<file path="src/rsic_regs.svh">
// offsets, fields and timing counts of the indicator block
`ifndef RSIC_REGS_SVH
`define RSIC_REGS_SVH
`define RSIC_CLK_HZ 250000000
`define RSIC_MS_CYCLES (`RSIC_CLK_HZ / 1000)
`define RSIC_SELFTEST_MS 5000
`define RSIC_SHORT_ON_MS 250
`define RSIC_LONG_ON_MS 1500
`define RSIC_PULSE_MS 50
`define RSIC_OFF_CTRL 12'h000
`define RSIC_OFF_STATUS 12'h004
`define RSIC_OFF_OUTPUT 12'h008
`define RSIC_OFF_IRQ_STAT 12'h00c
`define RSIC_OFF_IRQ_CLR 12'h010
`define RSIC_OFF_IRQ_EN 12'h014
`define RSIC_CTRL_SAFE 0
`define RSIC_CTRL_NETWAIT 1
`define RSIC_CTRL_SETERR 2
`define RSIC_CTRL_SYSERR 3
`define RSIC_IRQ_NORM 0
`define RSIC_IRQ_ABN 1
`define RSIC_IRQ_SYSERR 2
`define RSIC_IRQ_READY 3
`endif

</file>
<file path="src/rsic_pkg.sv">
// types of the indicator block
package rsic_pkg;
  typedef enum logic [1:0] {
    RSIC_BOOT = 2'b00,
    RSIC_RUN = 2'b01,
    RSIC_HALT = 2'b10
  } rsic_state_type;
  typedef enum logic [1:0] {
    RSIC_RES_NONE = 2'b00,
    RSIC_RES_NORM = 2'b01,
    RSIC_RES_ABN = 2'b10
  } rsic_result_type;
endpackage : rsic_pkg

</file>
<file path="src/rsic_pulse.sv">
// retriggerable pulse stretcher counted in millisecond ticks
`timescale 1ns/1ps
`default_nettype none
module rsic_pulse #(
  parameter int unsigned MS = 50
) (
  // clock and reset
  input wire logic pclk,
  input wire logic presetn,
  input wire logic ce,
  // control
  input wire logic ms_tick,
  input wire logic start,
  input wire logic kill,
  // result
  output logic active
);
  logic [15:0] left_r;
  always_ff @(posedge pclk or negedge presetn) begin
    if (!presetn) begin
      left_r <= 16'h0000;
    end else if (ce) begin
      if (kill) begin
        left_r <= 16'h0000;
      end else if (start) begin
        left_r <= 16'(MS);
      end else if (ms_tick && left_r != 16'h0000) begin
        left_r <= left_r - 16'h0001;
      end
    end
  end
  assign active = (left_r != 16'h0000);
endmodule : rsic_pulse
`default_nettype wire

</file>
<file path="src/rsic_top.sv">
// status indicator and antenna gating controller of the reader
// Operation
// - sample antennas at power-on, disable absent ones
// - run lamp flashes short boot, steady, long safe
// - short flash 250 ms on, 250 off
// - long flash 1500 ms on, 1500 off
// - system error: error lamp steady, run off
// - setting error: error flashes short, run on
// - awaiting network: error lamp flashes long
// - normal result lamp 50 ms, cut by error
// - abnormal result lamp 50 ms, cut by normal
// - antenna lamp lit while its port communicates
// - detected antenna lamp pulses 50 ms once
// - input lamps follow input signals
// - output lamps follow driven outputs
//
// The APB interface to the registers and the register offsets are this design's own decisions.
`timescale 1ns/1ps
`default_nettype none
`include "rsic_regs.svh"
module rsic_top #(
  parameter int unsigned MS_CYCLES = `RSIC_MS_CYCLES,
  parameter int unsigned SELFTEST_MS = `RSIC_SELFTEST_MS,
  parameter int unsigned PORTS = 4
) (
  // clock, reset, enable
  input wire logic pclk,
  input wire logic presetn,
  input wire logic ce,
  // apb slave
  input wire logic psel,
  input wire logic penable,
  input wire logic pwrite,
  input wire logic [11:0] paddr,
  input wire logic [31:0] pwdata,
  output logic [31:0] prdata,
  output logic pready,
  output logic pslverr,
  // events and conditions
  input wire logic result_normal,
  input wire logic result_abnormal,
  input wire logic [PORTS-1:0] antenna_present,
  input wire logic [PORTS-1:0] port_busy,
  input wire logic [PORTS-1:0] input_port,
  // lamps and port gating
  output logic supply_present_lamp,
  output logic run_lamp,
  output logic error_lamp,
  output logic [1:0] result_lamp_pair,
  output logic [PORTS-1:0] antenna_activity_lamp,
  output logic [PORTS-1:0] input_lamp,
  output logic [PORTS-1:0] output_lamp,
  output logic [PORTS-1:0] output_port,
  output logic [PORTS-1:0] antenna_enable,
  output logic irq
);
  import rsic_pkg::*;

  localparam int unsigned SHORT_MS = `RSIC_SHORT_ON_MS;
  localparam int unsigned LONG_MS = `RSIC_LONG_ON_MS;

  // millisecond tick shared by every pattern so lamps flash in phase
  logic [31:0] div_r;
  logic ms_tick_r;
  always_ff @(posedge pclk or negedge presetn) begin
    if (!presetn) begin
      div_r <= 32'h0000_0000;
      ms_tick_r <= 1'b0;
    end else if (ce) begin
      ms_tick_r <= (div_r == 32'(MS_CYCLES - 1));
      div_r <= (div_r == 32'(MS_CYCLES - 1)) ? 32'h0000_0000 : div_r + 32'h0000_0001;
    end
  end

  // flash phase generators
  logic [15:0] short_cnt_r;
  logic [15:0] long_cnt_r;
  logic short_on_r;
  logic long_on_r;
  always_ff @(posedge pclk or negedge presetn) begin
    if (!presetn) begin
      short_cnt_r <= 16'h0000;
      short_on_r <= 1'b1;
    end else if (ce && ms_tick_r) begin
      if (short_cnt_r == 16'(SHORT_MS - 1)) begin
        short_cnt_r <= 16'h0000;
        short_on_r <= ~short_on_r;
      end else begin
        short_cnt_r <= short_cnt_r + 16'h0001;
      end
    end
  end
  always_ff @(posedge pclk or negedge presetn) begin
    if (!presetn) begin
      long_cnt_r <= 16'h0000;
      long_on_r <= 1'b1;
    end else if (ce && ms_tick_r) begin
      if (long_cnt_r == 16'(LONG_MS - 1)) begin
        long_cnt_r <= 16'h0000;
        long_on_r <= ~long_on_r;
      end else begin
        long_cnt_r <= long_cnt_r + 16'h0001;
      end
    end
  end

  // control register written by software
  logic [3:0] ctrl_r;
  logic [PORTS-1:0] out_r;
  logic [3:0] irq_stat_r;
  logic [3:0] irq_en_r;
  logic wr_en;
  logic rd_en;
  assign wr_en = psel && penable && pwrite;
  assign rd_en = psel && penable && !pwrite;

  // boot sequence state
  rsic_state_type state_r;
  logic [15:0] boot_ms_r;
  logic boot_done;
  assign boot_done = (state_r == RSIC_BOOT) && ms_tick_r &&
                     (boot_ms_r == 16'(SELFTEST_MS - 1));
  always_ff @(posedge pclk or negedge presetn) begin
    if (!presetn) begin
      state_r <= RSIC_BOOT;
      boot_ms_r <= 16'h0000;
    end else if (ce) begin
      unique case (state_r)
        RSIC_BOOT: begin
          if (ctrl_r[`RSIC_CTRL_SYSERR]) begin
            state_r <= RSIC_HALT;
          end else if (boot_done) begin
            state_r <= RSIC_RUN;
          end else if (ms_tick_r) begin
            boot_ms_r <= boot_ms_r + 16'h0001;
          end
        end
        RSIC_RUN: begin
          if (ctrl_r[`RSIC_CTRL_SYSERR]) begin
            state_r <= RSIC_HALT;
          end
        end
        RSIC_HALT: begin
          // only a reset leaves the halt
          state_r <= RSIC_HALT;
        end
        default: begin
          state_r <= RSIC_HALT;
        end
      endcase
    end
  end

  // antenna presence caught once, one cycle after reset release
  logic sampled_r;
  logic [PORTS-1:0] ant_en_r;
  always_ff @(posedge pclk or negedge presetn) begin
    if (!presetn) begin
      sampled_r <= 1'b0;
      ant_en_r <= '0;
    end else if (ce && !sampled_r) begin
      sampled_r <= 1'b1;
      ant_en_r <= antenna_present;
    end
  end

  // result lamp pulses; a fresh normal result cuts the abnormal one and
  // the error lamp cuts the normal one
  logic norm_act;
  logic abn_act;
  logic err_lit;
  rsic_pulse #(.MS(`RSIC_PULSE_MS)) u_norm (
    .pclk(pclk),
    .presetn(presetn),
    .ce(ce),
    .ms_tick(ms_tick_r),
    .start(result_normal),
    .kill(err_lit),
    .active(norm_act)
  );
  rsic_pulse #(.MS(`RSIC_PULSE_MS)) u_abn (
    .pclk(pclk),
    .presetn(presetn),
    .ce(ce),
    .ms_tick(ms_tick_r),
    .start(result_abnormal && !result_normal),
    .kill(result_normal),
    .active(abn_act)
  );

  // one detection pulse per present antenna
  logic [PORTS-1:0] det_act;
  genvar g;
  generate
    for (g = 0; g < PORTS; g++) begin : g_det
      rsic_pulse #(.MS(`RSIC_PULSE_MS)) u_det (
        .pclk(pclk),
        .presetn(presetn),
        .ce(ce),
        .ms_tick(ms_tick_r),
        .start(!sampled_r && antenna_present[g]),
        .kill(1'b0),
        .active(det_act[g])
      );
    end
  endgenerate

  // error lamp drive with priority: system, setting, network wait
  always_comb begin
    if (state_r == RSIC_HALT) begin
      err_lit = 1'b1;
    end else if (ctrl_r[`RSIC_CTRL_SETERR]) begin
      err_lit = short_on_r;
    end else if (ctrl_r[`RSIC_CTRL_NETWAIT]) begin
      err_lit = long_on_r;
    end else begin
      err_lit = 1'b0;
    end
  end

  // lamp registers
  always_ff @(posedge pclk or negedge presetn) begin
    if (!presetn) begin
      supply_present_lamp <= 1'b0;
      run_lamp <= 1'b0;
      error_lamp <= 1'b0;
      result_lamp_pair <= 2'b00;
    end else if (ce) begin
      supply_present_lamp <= 1'b1;
      error_lamp <= err_lit;
      unique case (state_r)
        RSIC_BOOT: run_lamp <= short_on_r;
        RSIC_RUN: run_lamp <= ctrl_r[`RSIC_CTRL_SAFE] ? long_on_r : 1'b1;
        RSIC_HALT: run_lamp <= 1'b0;
        default: run_lamp <= 1'b0;
      endcase
      result_lamp_pair <= {abn_act && !norm_act, norm_act && !err_lit};
    end
  end

  always_ff @(posedge pclk or negedge presetn) begin
    if (!presetn) begin
      antenna_activity_lamp <= '0;
      input_lamp <= '0;
      output_lamp <= '0;
      output_port <= '0;
      antenna_enable <= '0;
    end else if (ce) begin
      antenna_activity_lamp <= (port_busy & ant_en_r) | det_act;
      input_lamp <= input_port;
      output_lamp <= out_r;
      output_port <= out_r;
      antenna_enable <= ant_en_r;
    end
  end

  // software registers
  always_ff @(posedge pclk or negedge presetn) begin
    if (!presetn) begin
      ctrl_r <= 4'h0;
      out_r <= '0;
      irq_en_r <= 4'h0;
    end else if (ce && wr_en) begin
      unique case (paddr)
        `RSIC_OFF_CTRL: ctrl_r <= pwdata[3:0];
        `RSIC_OFF_OUTPUT: out_r <= pwdata[PORTS-1:0];
        `RSIC_OFF_IRQ_EN: irq_en_r <= pwdata[3:0];
        default: ;
      endcase
    end
  end

  // sticky events; a new event wins over a clear in the same cycle
  logic [3:0] irq_set;
  logic [3:0] irq_clr;
  assign irq_set = {boot_done, state_r != RSIC_HALT && ctrl_r[`RSIC_CTRL_SYSERR],
                    result_abnormal, result_normal};
  assign irq_clr = (wr_en && paddr == `RSIC_OFF_IRQ_CLR) ? pwdata[3:0] : 4'h0;
  always_ff @(posedge pclk or negedge presetn) begin
    if (!presetn) begin
      irq_stat_r <= 4'h0;
      irq <= 1'b0;
    end else if (ce) begin
      irq_stat_r <= (irq_stat_r & ~irq_clr) | irq_set;
      irq <= |(((irq_stat_r & ~irq_clr) | irq_set) & irq_en_r);
    end
  end

  // apb answer: zero wait states, unmapped addresses read zero with error
  always_ff @(posedge pclk or negedge presetn) begin
    if (!presetn) begin
      prdata <= 32'h0000_0000;
      pready <= 1'b0;
      pslverr <= 1'b0;
    end else if (ce) begin
      pready <= psel && !penable;
      pslverr <= 1'b0;
      prdata <= 32'h0000_0000;
      if (psel && !penable) begin
        unique case (paddr)
          `RSIC_OFF_CTRL: prdata <= {28'h0000000, ctrl_r};
          `RSIC_OFF_STATUS: prdata <= {22'h000000, state_r, 4'(ant_en_r), 4'(input_port)};
          `RSIC_OFF_OUTPUT: prdata <= {28'h0000000, 4'(out_r)};
          `RSIC_OFF_IRQ_STAT: prdata <= {28'h0000000, irq_stat_r};
          `RSIC_OFF_IRQ_CLR: prdata <= 32'h0000_0000;
          `RSIC_OFF_IRQ_EN: prdata <= {28'h0000000, irq_en_r};
          default: pslverr <= 1'b1;
        endcase
      end
    end
  end
  logic unused_rd;
  assign unused_rd = rd_en;
endmodule : rsic_top
`default_nettype wire

</file>
<file path="config.mk">
export PLATFORM = sky130hd
export DESIGN_NAME = rsic_top
export DESIGN_NICKNAME = d
export VERILOG_FILES = /design/src/rsic_pkg.sv /design/src/rsic_pulse.sv /design/src/rsic_top.sv
export VERILOG_INCLUDE_DIRS = /design/src
export SDC_FILE = /design/constraint.sdc
export NUM_CORES = 1
export LEC_CHECK = 0
export BUFFER_PORTS_ARGS = -buffer_cell sky130_fd_sc_hd__buf_2
export CAP_MARGIN = 20
export CELL_PAD_IN_SITES_DETAIL_PLACEMENT = 0
export CELL_PAD_IN_SITES_GLOBAL_PLACEMENT = 1
export CORE_MARGIN = 8
export CORE_UTILIZATION = 24
export CTS_CLUSTER_DIAMETER = 200
export CTS_CLUSTER_SIZE = 14
export DETAILED_ROUTE_END_ITERATION = 10
export PLACE_DENSITY_LB_ADDON = 0.2
export SYNTH_ARGS = -nofsm -noshare
export SYNTH_HDL_FRONTEND = slang
export SYNTH_SLANG_ARGS = --single-unit
</file>
<file path="constraint.sdc">
create_clock -name pclk -period 3 [get_ports pclk]
set_input_delay 0.15 -clock pclk [delete_from_list [all_inputs] [get_ports pclk]]
set_output_delay 0.15 -clock pclk [all_outputs]
set_load 0.005 [all_outputs]
</file>
==> impl_metrics.toml <==
[global_route]
grt_max_degree = 71
grt_first_pass_wirelength_um = 52300
grt_usage_pct = 11.1
gr-max-usage-layer = "met2"
overflow = 0
met2_usage_pct = 17.5
grtUsageMet3_pct = 2.52
use_met1_pct = 15.4
grt_pass1_vias = 9298
antenna_found_initial = 1

[cells_and_area]
utilization_pct = 28.3
drive_gt1_share_pct = 13.3
final_common_cell = "dfrtp_1"
final_cell_mix = "dfrtp_1 (234), nor2_1 (123), nand2_1 (90)"
fin_nets = 1360
area_growth_pct = 16.3
final_cells = 1949

[detailed_routing]
wirelength_um = 31500
via_count = 9053
vias_per_cell = 4.64
drtPass1Iterations = 6
wl_per_cell_um = 16.2
drc = 0
ant_nets = 0
drtIter0Drc = 495

[clock_tree]
insertion_delay_ns = 0.52
path_clk_slew_ns = 0.07
cts-htree-levels = 1
cts_buffer_depth = 3
cts-buffers-inserted = 20
cts_root_buf = "clkbuf_16"
cts.sinks = 236
cts_tree = "built"

[timing]
setup_violations = 0
setup-tns-final_ns = 0
worst_pin_slew_ns = 0.792
relSlewSlack_pct = 47.0
period_needed_ns = 2.50
finalMaxSlewViolations = 0
hold_violations = 0
fin_ws_ns = 0.504
max_freq_mhz = 401
fin_skew_ns = 0.0103
rsz0062_at_grt = "no"
finalCritPeriodShare_pct = 83.2

[placed_design]
io_buffers = 73
dpl.cell_count = 1905
gp_congestion = 0.757
dpl_worst_slack_ns = 0.510
hpwl_um = 22200

[min_path]
hold_class = "in2reg"

[setup_path]
critical_path.endpoint = "g_det[0].u_det.left_r[11]"
endpoint_kind = "flip-flop"
critPathLaunch = "ms_tick_r"
critPathRequiredTime_ns = 3.45
worstSetupPathType = "reg2reg"
r2r_start = "ms_tick_r"
rr_worst_depth = 6
rrSetupSlack_ns = 0.50
cp-start-kind = "flip-flop"
rr_endpoint = "g_det[0].u_det.left_r[11]"
worstPathArrival_ns = 2.94
crit_fanout = 20

[die]
num_rows = 81
dieArea_um2 = 57200
die_w_um = 239
ioPinCount = 124
core_um2 = 49100
fp.dieH_um = 239
start_util_pct = 24.4

[synth]
avgSynthCellArea_um2 = 10.1
seq_area_frac_synth_pct = 49.4
synth_cell_types = 70
synthArstFlopShare_pct = 100
ys_warn_count = 0
netlist_instances = 1180
syn_area_um2 = 12000
ys_ff_latch = 236
synthFlopType = "dfrtp_1"
synth_edf_count = 0

[power_and_ir_drop]
powerDensity_nw_per_um2 = 475
power_mw = 6.60
leakagePower_nw = 6.21
ir_drop_mv = 0.313

[status]
status = "finished, final reports clean"

[job]
maxCapViolCount = 0
## worst min-delay path by stage
stage | start | end | slack (ns) | cells past startpoint
3_5_place_dp | presetn | antenna_activity_lamp[2] | 0.18 | 1
2_1_floorplan | presetn | ant_en_r[0] | -0.15 | 0
6_report | antenna_present[2] | ant_en_r[2] | 0.02 | 3
5_1_grt | port_busy[1] | antenna_activity_lamp[1] | 0.01 | 3
4_1_cts | port_busy[1] | antenna_activity_lamp[1] | 0.004 | 3
3_3_place_gp | presetn | input_lamp[1] | 0.17 | 1
## where the power goes
group | internal [mW] | switching [mW]
registers | 3.30 | 0.135
clock network | 1.29 | 1.21
logic | 0.265 | 0.391
total | 4.86 | 1.74
## routing by layer
layer,up-vias,wire length (µm)
li1,4431,-
met1,4455,15300
met2,135,14100
met3,32,1620
met4,0,512
met5,-,0
## cell usage after synthesis (13+ instances only)
cell type | count | share of area [%]
a31oi_1 | 14 | 0.73
dfrtp_1 | 234 | 49
xor2_1 | 60 | 4.4
o21ai_0 | 32 | 1.3
or3_1 | 13 | 0.68
nand4_1 | 29 | 1.5
ha_1 | 17 | 1.8
nor3_1 | 32 | 1.3
clkbuf_1 | 32 | 1.0
mux2_2 | 26 | 2.4
nor4_1 | 30 | 1.6
nand2_1 | 90 | 2.8
nand3_1 | 44 | 1.8
nor2_1 | 123 | 3.9
a21oi_1 | 39 | 1.6
buf_4 | 26 | 1.6
and3_1 | 18 | 0.94
xnor2_1 | 71 | 5.2
inv_1 | 32 | 1.0
or4_1 | 28 | 1.8
## cells by family (layout without fill, tap and decap cells)
kind of cell	Yosys count	in the layout	share of synthesized area, %
other	1	23	0.0314
and+or+nand+nor	472	472	20.9
xor gates and xnor gates	131	131	9.60
AOI/OAI and AO/OA	191	191	11.1
adders and majority gates	17	17	1.78
muxes	37	37	3.37
buffers and inverters	95	178	3.81
DFF	236	236	49.4
## through the flow
stage	hold slack, ns	area, µm²
global placement	0.174	13200
CTS	0.00402	13900
floorplan	-0.146	12000
detailed placement	0.176	13200
finish	0.0151	13900
global route	0.00968	13900
## layout make-up
class	count	area, µm²
inverter	32	120
multi-input combinational	870	5670
clock buffer	27	558
fill	5281	35200
antenna	1	2.50
timing repair buffer	119	811
sequential	236	5910
tap	664	831
## worst max-delay path, stage by stage, from the launching register on
cell	delay, ns
dfrtp_1	0.54
nand2_1	0.34
buf_12	0.28
nor3_1	0.40
nand4_1	0.26
or4_1	0.45
a21oi_1	0.15
## flip-flops by register name, summed over array words and instances (netlist names), 10 cells and up
signal	cells
prdata	10
boot_ms_r	16
u_norm.left_r	16
g_det.u_det.left_r	64
u_abn.left_r	16
short_cnt_r	16
long_cnt_r	16
div_r	32
## repair_timing
action                    in CTS  in global routing
resized for setup              0                  0
hold buffers                  16                  0
hold endpoints to repair     102                  0
buffers inserted               0                  0
No activity file was read; power rests on OpenSTA's default activity.
